$ cat config.mk
export PLATFORM = sky130hd
export DESIGN_NAME = rsb_top
export DESIGN_NICKNAME = d
export VERILOG_FILES = /design/src/shared/rsb_pkg.sv /design/src/shared/rsb_pin_if.sv /design/src/design/rsb_pin_filter.sv /design/src/design/rsb_top.sv
export VERILOG_INCLUDE_DIRS = /design/src /design/src/shared
export SDC_FILE = /design/constraint.sdc
export NUM_CORES = 1
export LEC_CHECK = 0
export ABC_AREA = 0
export BUFFER_PORTS_ARGS = -buffer_cell sky130_fd_sc_hd__buf_2
export CELL_PAD_IN_SITES_DETAIL_PLACEMENT = 1
export CELL_PAD_IN_SITES_GLOBAL_PLACEMENT = 1
export CORE_MARGIN = 2
export CORE_UTILIZATION = 35
export CTS_BUF_LIST = sky130_fd_sc_hd__clkbuf_8
export CTS_CLUSTER_DIAMETER = 50
export DETAILED_ROUTE_END_ITERATION = 12
export HOLD_SLACK_MARGIN = 0.03
export PLACE_DENSITY = 0.91
export SETUP_SLACK_MARGIN = 0.15
export SYNTH_ARGS = -nofsm -noshare
export SYNTH_HDL_FRONTEND = slang
export SYNTH_SLANG_ARGS = --single-unit
$ cat constraint.sdc
create_clock -name clk_i -period 3.1 [get_ports clk_i]
set_clock_uncertainty 0.15 [all_clocks]
set_input_delay 0.465 -clock clk_i [delete_from_list [all_inputs] [get_ports clk_i]]
set_output_delay 0.465 -clock clk_i [all_outputs]
set_load 0.005 [all_outputs]
$ cat src/shared/rsb_cfg.svh
// Offsets, bit positions, reset values and counts for the reset sequencer
`ifndef RSB_CFG_SVH
`define RSB_CFG_SVH

// ==========================================================
// Register indices (byte address is four times the index)
`define RSB_IDX_CHIP     8'h9f
`define RSB_IDX_FLAGS    8'ha2
`define RSB_IDX_WDOG     8'haa
`define RSB_IDX_FAULT    8'hb0
`define RSB_AW           10
`define RSB_DW           8

// ==========================================================
// chip_control fields
`define RSB_CHIP_SWREQ   7
`define RSB_CHIP_PFAIL   6
`define RSB_CHIP_BOOT    1
`define RSB_CHIP_PEN     0

// ==========================================================
// reset_flags_aux fields
`define RSB_FLG_SOFT     7
`define RSB_FLG_PIN      6
`define RSB_FLG_FAULT    5
`define RSB_FLG_IRQSEL   4
`define RSB_FLG_GEN      3
`define RSB_FLG_DPTR     0
`define RSB_FLG_POR      8'h00

// ==========================================================
// watchdog_control fields
`define RSB_WD_RUN       7
`define RSB_WD_CLR       6
`define RSB_WD_TOF       5
`define RSB_WD_IDLE      4
`define RSB_WD_RSTF      3
`define RSB_WD_PS_HI     2
`define RSB_WD_PS_LO     0
`define RSB_WD_POR       8'h07

// ==========================================================
// fault_control and configuration byte fields
`define RSB_FC_IRQ_EN    0
`define RSB_CFG_BOOT     7
`define RSB_CFG_DBG      4

// ==========================================================
// Addresses and counts
`define RSB_FLASH_LIMIT  16'h2000
`define RSB_RESET_VECTOR 16'h0000
`define RSB_PIN_LOW_CNT  5'h18
`define RSB_HOLD_CNT     5'h08
`define RSB_CNT_ONE      5'h01
`define RSB_CNT_ZERO     5'h00

`endif

$ cat src/shared/rsb_pkg.sv
// Types shared by the reset sequencer modules
package rsb_pkg;

   // ==========================================================
   // Sequencer states, one-hot
   typedef enum logic [1:0] {
      RSB_RUN  = 2'b01,
      RSB_HOLD = 2'b10
   } rsb_state_t;

   // ==========================================================
   // Cause of the reset in progress, one-hot
   typedef enum logic [4:0] {
      RSB_K_NONE  = 5'b00001,
      RSB_K_SOFT  = 5'b00010,
      RSB_K_PIN   = 5'b00100,
      RSB_K_WDOG  = 5'b01000,
      RSB_K_FAULT = 5'b10000
   } rsb_kind_t;

endpackage

$ cat src/shared/rsb_pin_if.sv
// Carrier between the reset pin filter and the sequencer
`timescale 1ns/1ps
interface rsb_pin_if;
   logic pin_reset;   // Pin held low long enough, level

   // ==========================================================
   // Filter drives, sequencer listens
   modport filter (output pin_reset);
   modport seq    (input  pin_reset);
endinterface

$ cat src/design/rsb_pin_filter.sv
// Reset pin synchroniser and low-time qualifier
`timescale 1ns/1ps
`include "rsb_cfg.svh"
module rsb_pin_filter (
   input  wire logic  clk_i,
   input  wire logic  rst_i,
   input  wire logic  reset_pin_n_i,
   rsb_pin_if.filter  pin
);
   logic [2:0] sync;
   logic       pin_low;
   logic [4:0] low_cnt;

   // ==========================================================
   // Three stages; a change counts once stages two and three agree
   always_ff @(posedge clk_i) begin
      if (rst_i) begin
         sync <= 3'h7;
      end else begin
         sync <= {sync[1:0], reset_pin_n_i};
      end
   end

   // Stable level, only updated when the last two stages agree
   always_ff @(posedge clk_i) begin
      if (rst_i) begin
         pin_low <= 1'b0;
      end else if (sync[1] == sync[2]) begin
         pin_low <= ~sync[2];
      end
   end

   // ==========================================================
   // Low must last the full count; short glitches are ignored
   always_ff @(posedge clk_i) begin
      if (rst_i || !pin_low) begin
         low_cnt <= `RSB_CNT_ZERO;
      end else if (low_cnt != `RSB_PIN_LOW_CNT) begin
         low_cnt <= low_cnt + `RSB_CNT_ONE;
      end
   end

   // Held until the pin goes high again
   always_ff @(posedge clk_i) begin
      if (rst_i) begin
         pin.pin_reset <= 1'b0;
      end else begin
         pin.pin_reset <= pin_low && (low_cnt == `RSB_PIN_LOW_CNT);
      end
   end
endmodule

$ cat src/design/rsb_top.sv
// Reset source flags, software reset and boot area selection
//
// Summary of operation
// - A qualified reset pin event resets the system and sets the pin flag.
// - Fetch beyond flash with fault interrupt off resets and sets fault flag.
// - In debug with debugger config bit 0, a bad fetch only sets the flag.
// - Watchdog expiry resets the whole system; CPU restarts at 0000H.
// - Watchdog flag set by watchdog reset, kept by others, software clears.
// - Software watchdog clear restarts the watchdog count at any moment.
// - Watchdog control is timed-access, 07h on power-on, 0000_1UUU on wdog.
// - Writing 1 to soft reset request under timed access starts soft reset.
// - The CPU is held from the requesting write on; nothing else executes.
// - Hardware clears the soft reset request when the reset is finished.
// - Soft reset flag set by soft reset, kept by others, software clears.
// - Flags: power-on 00h, soft 1U00_0000, pin U100_0000, watchdog UUU0_0000, fault as watchdog with bit 5 set.
// - After reset fetch starts at 0000H of application or loader area.
// - Boot select reloads inverted config boot bit except on soft reset.
// - Leaving reset uses the live boot select, not the config bit.
`timescale 1ns/1ps
`include "rsb_cfg.svh"
module rsb_top (
   input  wire logic                 clk_i,
   input  wire logic                 rst_i,
   input  wire logic                 wb_cyc_i,
   input  wire logic                 wb_stb_i,
   input  wire logic                 wb_we_i,
   input  wire logic [`RSB_AW-1:0]   wb_adr_i,
   input  wire logic [3:0]           wb_sel_i,
   input  wire logic [31:0]          wb_dat_i,
   output logic      [31:0]          wb_dat_o,
   output logic                      wb_ack_o,
   input  wire logic                 reset_pin_n_i,
   input  wire logic                 ta_open_i,
   input  wire logic [`RSB_DW-1:0]   config_byte_zero_i,
   input  wire logic                 ocd_active_i,
   input  wire logic                 fetch_valid_i,
   input  wire logic [15:0]          fetch_addr_i,
   input  wire logic                 wdt_expired_i,
   output logic                      sys_rst_o,
   output logic                      cpu_hold_o,
   output logic                      boot_loader_o,
   output logic      [15:0]          restart_addr_o,
   output logic                      watchdog_clear_o,
   output logic                      watchdog_run_o,
   output logic      [2:0]           watchdog_prescale_o
);

   // ==========================================================
   // Declarations
   rsb_pin_if            pin_bus ();
   rsb_pkg::rsb_state_t  state;
   rsb_pkg::rsb_kind_t   kind;
   rsb_pkg::rsb_kind_t   next_kind;
   logic [4:0]           hold_cnt;
   logic [`RSB_DW-1:0]   chip_control;
   logic [`RSB_DW-1:0]   reset_flags_aux;
   logic [`RSB_DW-1:0]   watchdog_control;
   logic [`RSB_DW-1:0]   fault_control;
   logic [`RSB_DW-1:0]   next_rdata;
   logic [`RSB_DW-1:0]   wdata;
   logic                 req;
   logic                 wr;
   logic                 sel_chip;
   logic                 sel_flags;
   logic                 sel_wdog;
   logic                 sel_fault;
   logic                 wr_chip;
   logic                 wr_flags;
   logic                 wr_wdog;
   logic                 wr_fault;
   logic                 soft_wr;
   logic                 fault_hit;
   logic                 fault_quiet;
   logic                 fault_reset;
   logic                 enter;
   logic                 leave;
   logic                 boot_reload;

   // ==========================================================
   // Pin qualifier
   rsb_pin_filter u_pin (
      .clk_i         (clk_i),
      .rst_i         (rst_i),
      .reset_pin_n_i (reset_pin_n_i),
      .pin           (pin_bus.filter)
   );

   // ==========================================================
   // Bus decode; one request per ack, ack lasts one cycle
   assign req       = wb_cyc_i && wb_stb_i && !wb_ack_o;
   assign wr        = req && wb_we_i && wb_sel_i[0];
   assign wdata     = wb_dat_i[`RSB_DW-1:0];
   assign sel_chip  = wb_adr_i[`RSB_AW-1:2] == `RSB_IDX_CHIP;
   assign sel_flags = wb_adr_i[`RSB_AW-1:2] == `RSB_IDX_FLAGS;
   assign sel_wdog  = wb_adr_i[`RSB_AW-1:2] == `RSB_IDX_WDOG;
   assign sel_fault = wb_adr_i[`RSB_AW-1:2] == `RSB_IDX_FAULT;

   // Protected registers ignore writes outside the access window
   assign wr_chip   = wr && sel_chip && ta_open_i;
   assign wr_wdog   = wr && sel_wdog && ta_open_i;
   assign wr_flags  = wr && sel_flags;
   assign wr_fault  = wr && sel_fault;
   assign soft_wr   = wr_chip && wdata[`RSB_CHIP_SWREQ];

   // ==========================================================
   // Fetch fault detection
   assign fault_hit   = fetch_valid_i && (state == rsb_pkg::RSB_RUN)
                        && (fetch_addr_i >= `RSB_FLASH_LIMIT);
   assign fault_quiet = ocd_active_i
                        && !config_byte_zero_i[`RSB_CFG_DBG];
   assign fault_reset = fault_hit && !fault_quiet
                        && !fault_control[`RSB_FC_IRQ_EN];

   // ==========================================================
   // Reset cause priority: pin, watchdog, fault, software
   always_comb begin
      next_kind = rsb_pkg::RSB_K_NONE;
      if (state == rsb_pkg::RSB_RUN) begin
         if (pin_bus.pin_reset) begin
            next_kind = rsb_pkg::RSB_K_PIN;
         end else if (wdt_expired_i) begin
            next_kind = rsb_pkg::RSB_K_WDOG;
         end else if (fault_reset) begin
            next_kind = rsb_pkg::RSB_K_FAULT;
         end else if (chip_control[`RSB_CHIP_SWREQ]) begin
            next_kind = rsb_pkg::RSB_K_SOFT;
         end
      end
   end

   assign enter = next_kind != rsb_pkg::RSB_K_NONE;
   // Pin reset lasts as long as the pin stays low
   assign leave = (state == rsb_pkg::RSB_HOLD)
                  && (hold_cnt == `RSB_HOLD_CNT)
                  && !((kind == rsb_pkg::RSB_K_PIN) && pin_bus.pin_reset);
   assign boot_reload = enter && (next_kind != rsb_pkg::RSB_K_SOFT);

   // ==========================================================
   // Sequencer state
   always_ff @(posedge clk_i) begin
      if (rst_i) begin
         state <= rsb_pkg::RSB_HOLD;
         kind  <= rsb_pkg::RSB_K_NONE;
      end else begin
         case (state)
            rsb_pkg::RSB_RUN: begin
               if (enter) begin
                  state <= rsb_pkg::RSB_HOLD;
                  kind  <= next_kind;
               end
            end
            rsb_pkg::RSB_HOLD: begin
               if (leave) begin
                  state <= rsb_pkg::RSB_RUN;
                  kind  <= rsb_pkg::RSB_K_NONE;
               end
            end
            default: begin
               state <= rsb_pkg::RSB_HOLD;
               kind  <= rsb_pkg::RSB_K_NONE;
            end
         endcase
      end
   end

   // Minimum reset length counter
   always_ff @(posedge clk_i) begin
      if (rst_i || enter) begin
         hold_cnt <= `RSB_CNT_ZERO;
      end else if ((state == rsb_pkg::RSB_HOLD)
                   && (hold_cnt != `RSB_HOLD_CNT)) begin
         hold_cnt <= hold_cnt + `RSB_CNT_ONE;
      end
   end

   // ==========================================================
   // chip_control: request bit lives until the reset completes
   always_ff @(posedge clk_i) begin
      if (rst_i) begin
         chip_control <= '0;
         chip_control[`RSB_CHIP_BOOT] <=
            ~config_byte_zero_i[`RSB_CFG_BOOT];
      end else if (enter) begin
         chip_control[`RSB_CHIP_PFAIL] <= 1'b0;
         chip_control[`RSB_CHIP_PEN]   <= 1'b0;
         if (boot_reload) begin
            chip_control[`RSB_CHIP_BOOT] <=
               ~config_byte_zero_i[`RSB_CFG_BOOT];
         end
      end else if (leave) begin
         chip_control[`RSB_CHIP_SWREQ] <= 1'b0;
      end else if (wr_chip && (state == rsb_pkg::RSB_RUN)) begin
         chip_control[`RSB_CHIP_SWREQ] <= wdata[`RSB_CHIP_SWREQ];
         chip_control[`RSB_CHIP_PFAIL] <= wdata[`RSB_CHIP_PFAIL];
         chip_control[`RSB_CHIP_BOOT]  <= wdata[`RSB_CHIP_BOOT];
         chip_control[`RSB_CHIP_PEN]   <= wdata[`RSB_CHIP_PEN];
      end
   end

   // ==========================================================
   // reset_flags_aux: hardware sets win over software clears
   always_ff @(posedge clk_i) begin
      if (rst_i) begin
         reset_flags_aux <= `RSB_FLG_POR;
      end else if (enter) begin
         // Low control bits return to zero on every reset
         reset_flags_aux[`RSB_FLG_IRQSEL:0] <= '0;
         case (next_kind)
            rsb_pkg::RSB_K_SOFT: begin
               reset_flags_aux[`RSB_FLG_SOFT]  <= 1'b1;
               reset_flags_aux[`RSB_FLG_FAULT] <= 1'b0;
            end
            rsb_pkg::RSB_K_PIN: begin
               reset_flags_aux[`RSB_FLG_PIN]   <= 1'b1;
               reset_flags_aux[`RSB_FLG_FAULT] <= 1'b0;
            end
            rsb_pkg::RSB_K_FAULT: begin
               reset_flags_aux[`RSB_FLG_FAULT] <= 1'b1;
            end
            default: begin
               reset_flags_aux[`RSB_FLG_FAULT] <=
                  reset_flags_aux[`RSB_FLG_FAULT];
            end
         endcase
      end else begin
         if (wr_flags) begin
            // Plain write; a 0 clears only its own flag
            reset_flags_aux[`RSB_FLG_SOFT]   <= wdata[`RSB_FLG_SOFT];
            reset_flags_aux[`RSB_FLG_PIN]    <= wdata[`RSB_FLG_PIN];
            reset_flags_aux[`RSB_FLG_FAULT]  <= wdata[`RSB_FLG_FAULT];
            reset_flags_aux[`RSB_FLG_IRQSEL] <= wdata[`RSB_FLG_IRQSEL];
            reset_flags_aux[`RSB_FLG_GEN]    <= wdata[`RSB_FLG_GEN];
            reset_flags_aux[`RSB_FLG_DPTR]   <= wdata[`RSB_FLG_DPTR];
         end
         if (fault_hit && fault_quiet) begin
            reset_flags_aux[`RSB_FLG_FAULT] <= 1'b1;
         end
         if (fault_hit && !fault_quiet
             && fault_control[`RSB_FC_IRQ_EN]) begin
            reset_flags_aux[`RSB_FLG_IRQSEL] <= 1'b1;
         end
      end
   end

   // ==========================================================
   // watchdog_control: prescaler survives all but power-on
   always_ff @(posedge clk_i) begin
      if (rst_i) begin
         watchdog_control <= `RSB_WD_POR;
      end else if (enter) begin
         watchdog_control[`RSB_WD_RUN]  <= 1'b0;
         watchdog_control[`RSB_WD_CLR]  <= 1'b0;
         watchdog_control[`RSB_WD_TOF]  <= 1'b0;
         watchdog_control[`RSB_WD_IDLE] <= 1'b0;
         if (next_kind == rsb_pkg::RSB_K_WDOG) begin
            watchdog_control[`RSB_WD_RSTF] <= 1'b1;
         end
      end else if (wr_wdog) begin
         // Clear bit is a strobe and never stored
         watchdog_control[`RSB_WD_RUN]  <= wdata[`RSB_WD_RUN];
         watchdog_control[`RSB_WD_TOF]  <= wdata[`RSB_WD_TOF];
         watchdog_control[`RSB_WD_IDLE] <= wdata[`RSB_WD_IDLE];
         watchdog_control[`RSB_WD_RSTF] <= wdata[`RSB_WD_RSTF];
         watchdog_control[`RSB_WD_PS_HI:`RSB_WD_PS_LO] <=
            wdata[`RSB_WD_PS_HI:`RSB_WD_PS_LO];
      end
   end

   // Restart pulse for the external watchdog counter
   always_ff @(posedge clk_i) begin
      if (rst_i) begin
         watchdog_clear_o <= 1'b0;
      end else begin
         watchdog_clear_o <= wr_wdog && wdata[`RSB_WD_CLR];
      end
   end

   // ==========================================================
   // fault_control: interrupt instead of reset on bad fetch
   always_ff @(posedge clk_i) begin
      if (rst_i || enter) begin
         fault_control <= '0;
      end else if (wr_fault) begin
         fault_control[`RSB_FC_IRQ_EN] <= wdata[`RSB_FC_IRQ_EN];
      end
   end

   // ==========================================================
   // Read mux; unmapped addresses read zero
   always_comb begin
      next_rdata = '0;
      if (sel_chip) begin
         next_rdata = chip_control;
      end else if (sel_flags) begin
         next_rdata = reset_flags_aux;
      end else if (sel_wdog) begin
         next_rdata = watchdog_control;
      end else if (sel_fault) begin
         next_rdata = fault_control;
      end
   end

   // Ack one cycle after the request, data with it
   always_ff @(posedge clk_i) begin
      if (rst_i) begin
         wb_ack_o <= 1'b0;
         wb_dat_o <= '0;
      end else begin
         wb_ack_o <= req;
         if (req && !wb_we_i) begin
            wb_dat_o <= {24'h000000, next_rdata};
         end
      end
   end

   // ==========================================================
   // System outputs
   always_ff @(posedge clk_i) begin
      if (rst_i) begin
         sys_rst_o      <= 1'b1;
         restart_addr_o <= `RSB_RESET_VECTOR;
      end else begin
         sys_rst_o      <= (state == rsb_pkg::RSB_HOLD) ? !leave : enter;
         restart_addr_o <= `RSB_RESET_VECTOR;
      end
   end

   // Boot area follows the live select bit at reset exit
   always_ff @(posedge clk_i) begin
      if (rst_i) begin
         boot_loader_o <= 1'b0;
      end else if (leave) begin
         boot_loader_o <= chip_control[`RSB_CHIP_BOOT];
      end
   end

   // Stall the CPU from the requesting write until reset ends
   assign cpu_hold_o = soft_wr || chip_control[`RSB_CHIP_SWREQ]
                       || (state == rsb_pkg::RSB_HOLD);

   // Watchdog setup out to the external counter
   assign watchdog_run_o      = watchdog_control[`RSB_WD_RUN];
   assign watchdog_prescale_o =
      watchdog_control[`RSB_WD_PS_HI:`RSB_WD_PS_LO];

endmodule

==> impl_table.tex <==
\begin{tabular}{lr}
\hline
Metric & Value \\
\hline
\multicolumn{2}{l}{\textbf{Floorplanning}} \\
\quad Initial Util & 0.363 \\
\quad FP Rows & 31 \\
\quad Die X & 90.7 µm \\
\quad Core Area & 7250 µm² \\
\quad Y dimension of the die & 90.7 µm \\
\quad Die area & 8230 µm² \\
\quad Boundary Pins & 137 \\
\multicolumn{2}{l}{\textbf{Clock tree}} \\
\quad Number of setup buffers added after CTS & 0 \\
\quad Longest Clk Path Bufs & 2 \\
\quad TritonCTS Buffers & 5 \\
\quad Hold Buf Count CTS & 0 \\
\quad CTS resizes & 0 \\
\quad Clock tree from TritonCTS & done \\
\quad Sinks on the clock net & 52 \\
\quad Post-CTS clock slew at the launch and capture registers of the worst setup and hold paths & 80 ps \\
\quad CTS H-tree lvls & 2 \\
\quad Root Buffer & sky130\_fd\_sc\_hd\_\_clkbuf\_8 \\
\quad Clock insertion delay at the later pin of the skew report & 310 ps \\
\multicolumn{2}{l}{\textbf{Timing}} \\
\quad Final hold viol count & 0 \\
\quad Portion of the clock cycle consumed by the worst path in the final layout & 0.766 \\
\quad Peak Freq & 0.421 GHz \\
\quad Number of slew-limit violations in the final report & 0 \\
\quad Setup repair after global routing missed its margin & no \\
\quad Setup Viol. Count Final & 0 \\
\quad Final critical delay including setup and external delays & 2370 ps \\
\quad Actual transition at the worst max-transition pin & 791 ps \\
\quad Total Negative Setup Slacks & 0 ps \\
\quad Setup ws final & 725 ps \\
\quad Worst slew slack as a fraction of its limit & 0.466 \\
\multicolumn{2}{l}{\textbf{Route}} \\
\quad Routed length per placed instance & 14.8 µm \\
\quad Vias & 2,193 \\
\quad DRC violations left & 0 \\
\quad DR pass1 iterations & 4 \\
\quad Avg Vias per Cell & 4.93 \\
\quad Initial detailed-routing violation count & 129 \\
\quad Aggregate routed wire length & 6580 µm \\
\quad Antenna Nets Post-Route & 0 \\
\multicolumn{2}{l}{\textbf{Power}} \\
\quad Total power after layout & 1180 µW \\
\quad Combinational cell fraction of total power & 0.077 \\
\quad Reported leakage power & 0.00123 µW \\
\quad Clock network power share & 0.341 \\
\quad Switching share of power & 0.244 \\
\quad Seq pwr share & 0.582 \\
\quad PwrDens & 410 nW/µm² \\
\quad Sw Pwr & 288 µW \\
\quad Internal power & 891 µW \\
\quad Maximum VDD drop & 0.163 mV \\
\multicolumn{2}{l}{\textbf{Logic synthesis}} \\
\quad Syn. warnings & 0 \\
\quad Most frequent cells after synthesis & sky130\_fd\_sc\_hd\_\_dfxtp\_1 (51), sky130\_fd\_sc\_hd\_\_buf\_4 (43), sky130\_fd\_sc\_hd\_\_nor2\_1 (39) \\
\quad Syn Area/Cell & 8.72 µm² \\
\quad Cell types occupying the most area after synthesis & sky130\_fd\_sc\_hd\_\_dfxtp\_1 (39\%), sky130\_fd\_sc\_hd\_\_buf\_4 (12\%), sky130\_fd\_sc\_hd\_\_nor2\_1 (5.6\%) \\
\quad Combinational family with the most area after synthesis & simple AND/OR/NAND/NOR gates \\
\quad Post-Syn Area & 2630 µm² \\
\quad Largest area contributor in the synthesized netlist & sky130\_fd\_sc\_hd\_\_dfxtp\_1 \\
\quad Most repeated cell in the gate-level netlist after synthesis & sky130\_fd\_sc\_hd\_\_dfxtp\_1 \\
\quad Post-synthesis cell count & 302 \\
\quad Mux share of post-synthesis cell area & 0.0532 \\
\quad Async set or reset register ratio after synthesis & 0 \\
\quad EDFF count, synth & 1 \\
\quad Basic-gate share of the synthesized area counting and, or, nand and nor cells & 0.241 \\
\quad Xor/xnor share of the synthesized area & 0.0266 \\
\quad Area fraction of the dominant cell type after synthesis & 0.388 \\
\quad Fraction of the mapped netlist area in compound gates & 0.110 \\
\quad Primary flip-flop cell chosen by synthesis mapping & sky130\_fd\_sc\_hd\_\_dfxtp\_1 \\
\quad Distinct cells, synth & 57 \\
\quad Adder and majority gate portion of the synthesized area & 0.0190 \\
\quad Seq/Total Area, Yosys & 0.399 \\
\quad Post-synthesis sequential element count & 52 \\
\multicolumn{2}{l}{\textbf{Global route}} \\
\quad Global-route total usage across every layer & 0.162 \\
\quad Congestion Overflow GR & 0 \\
\quad Number of global-route vias before repair & 2,243 \\
\quad Global-route wire length before repair & 11,000 µm \\
\quad Met3 Usage GRT & 0.0384 \\
\quad Pin count of the biggest net entering global routing & 31 \\
\quad Gr busiest metal & met2 \\
\quad Met2 Track Usage GR & 0.290 \\
\quad GR Layer Usage met1 & 0.196 \\
\quad Antenna violations before repair & 0 \\
\multicolumn{2}{l}{\textbf{Placement}} \\
\quad Worst Setup Slack post-DPL & 604 ps \\
\quad Weighted congestion reported at the end of routability-driven placement & 0.774 \\
\quad Half-perimeter wire length after detailed placement & 5110 µm \\
\quad Instance area after placement & 2780 µm² \\
\quad Number of buffers inserted by port buffering & 48 \\
\multicolumn{2}{l}{\textbf{Min path}} \\
\quad Hold crit path type & in2reg \\
\multicolumn{2}{l}{\textbf{Critical path}} \\
\quad Class of the most critical setup path & in2out \\
\quad Crit path capture type & output pin \\
\quad Critical path data required time & 2480 ps \\
\quad Gate family responsible for the most delay along the worst path & simple AND/OR/NAND/NOR gates \\
\quad Endpoint arrival time on the critical path & 1760 ps \\
\quad Setup crit start kind & primary input \\
\quad Number of buffer and inverter instances along the worst setup path & 2 \\
\quad Maximum fanout encountered on the critical timing path & 11 \\
\quad Critical Path Max Stage Delay & 450 ps \\
\quad Critical Path, Cell by Cell & buf\_2 -> nand4b\_1 -> nor2\_1 -> nand3\_1 -> nand3\_1 -> buf\_2 \\
\quad Worst path slowest cell & sky130\_fd\_sc\_hd\_\_nor2\_1 \\
\multicolumn{2}{l}{\textbf{Cells and area}} \\
\quad Fin nets & 429 \\
\quad Share of post-route cells with drive strength above 1 & 0.205 \\
\quad Filler cell count & 920 \\
\quad Final antenna diode count & 0 \\
\quad Area of the multi-input gates & 1340 µm² \\
\quad Final Instance Area & 2870 µm² \\
\quad Register area & 1050 µm² \\
\quad Area growth from synthesis to layout & 9.07\% \\
\multicolumn{2}{l}{\textbf{Outcome}} \\
\quad Run status & finished, final reports clean \\
\multicolumn{2}{l}{\textbf{Job}} \\
\quad Number of maximum-capacitance constraint violations & 0 \\
\hline
\end{tabular}
-- metal layers --
layer	share of wire	up-vias
met2	0.50	72
met5	0	-
met4	0.0099	0
li1	-	1044
met3	0.062	6
met1	0.43	1071
-- cells by family after synthesis --
kind of cell               count (synthesis)
AOI/OAI and AO/OA                         45
xor gates and xnor gates                   8
adders and majority gates                  4
buffers and inverters                     59
DFF                                       52
muxes                                     13
other                                      1
and+or+nand+nor                          120
-- cell type report --
cell class              count  area share
clock buffers               6      0.0287
clock inverters             2     0.00348
inverters                   8      0.0105
multi-input cells         230       0.465
flip-flops and latches     52       0.366
well taps                  99      0.0431
repair buffers             48      0.0836
-- worst reg2reg max path, cell delays in order (launching register included) --
cell,delay (ps)
sky130_fd_sc_hd__dfxtp_1,310
sky130_fd_sc_hd__nand3b_1,240
sky130_fd_sc_hd__nor2_1,380
sky130_fd_sc_hd__and4bb_1,460
sky130_fd_sc_hd__mux2_4,340
sky130_fd_sc_hd__o21a_1,170
-- sequential cells by signal, summed over array words and instances, names as in the netlist --
signal               flops
wb_ack_o                 1
wb_dat_o                 8
boot_loader_o            1
reset_flags_aux          6
watchdog_clear_o         1
state                    2
chip_control             4
fault_control            1
u_pin.pin_low            1
kind                     5
u_pin.sync               3
u_pin.low_cnt            5
hold_cnt                 5
sys_rst_o                1
u_pin.pin.pin_reset      1
watchdog_control         7
-- worst paths after layout --
kind	endpoint	startpoint	slack, ps	depth (start not counted)
min	u_pin.sync[0]	reset_pin_n_i	190	2
min reg2reg	u_pin.sync[1]	u_pin.sync[0]	280	1
max	cpu_hold_o	wb_adr_i[5]	730	6
max reg2reg	watchdog_control[3]	wb_ack_o	960	5
-- placed cells by master (no fill, tap or decap), drive strengths merged, types with 6 or more instances in the layout --
master	synthesis	final
dfxtp	51	51
buf	48	48
conb	1	40
nor2	39	39
nand2	26	26
a21oi	17	17
nand3	13	13
mux2i	8	8
inv	8	8
nor3	7	7
xor2	6	6
clkbuf	3	6
o21ai	6	6
-- power groups by stage --
| stage | Clock (µW) | Sequential (µW) | Combinational, µW |
|---|---|---|---|
| 6_report | 401 | 686 | 90.9 |
| 3_5_place_dp | 0 | 702 | 89.3 |
| 4_1_cts | 406 | 686 | 90.1 |
| 2_1_floorplan | 0 | 700 | 87.3 |
| 5_1_grt | 437 | 688 | 103 |
| 3_3_place_gp | 0 | 701 | 86.0 |
-- per-stage QoR --
stage | utilization | instances | hold WS (ps)
floorplan | - | 341 | 239
global placement | 0.383 | 437 | 247
detailed placement | 0.383 | 437 | 260
CTS | 0.396 | 445 | 195
global route | 0.396 | 445 | 198
finish | 0.396 | 445 | 194
No activity file was read; power rests on OpenSTA's default activity.
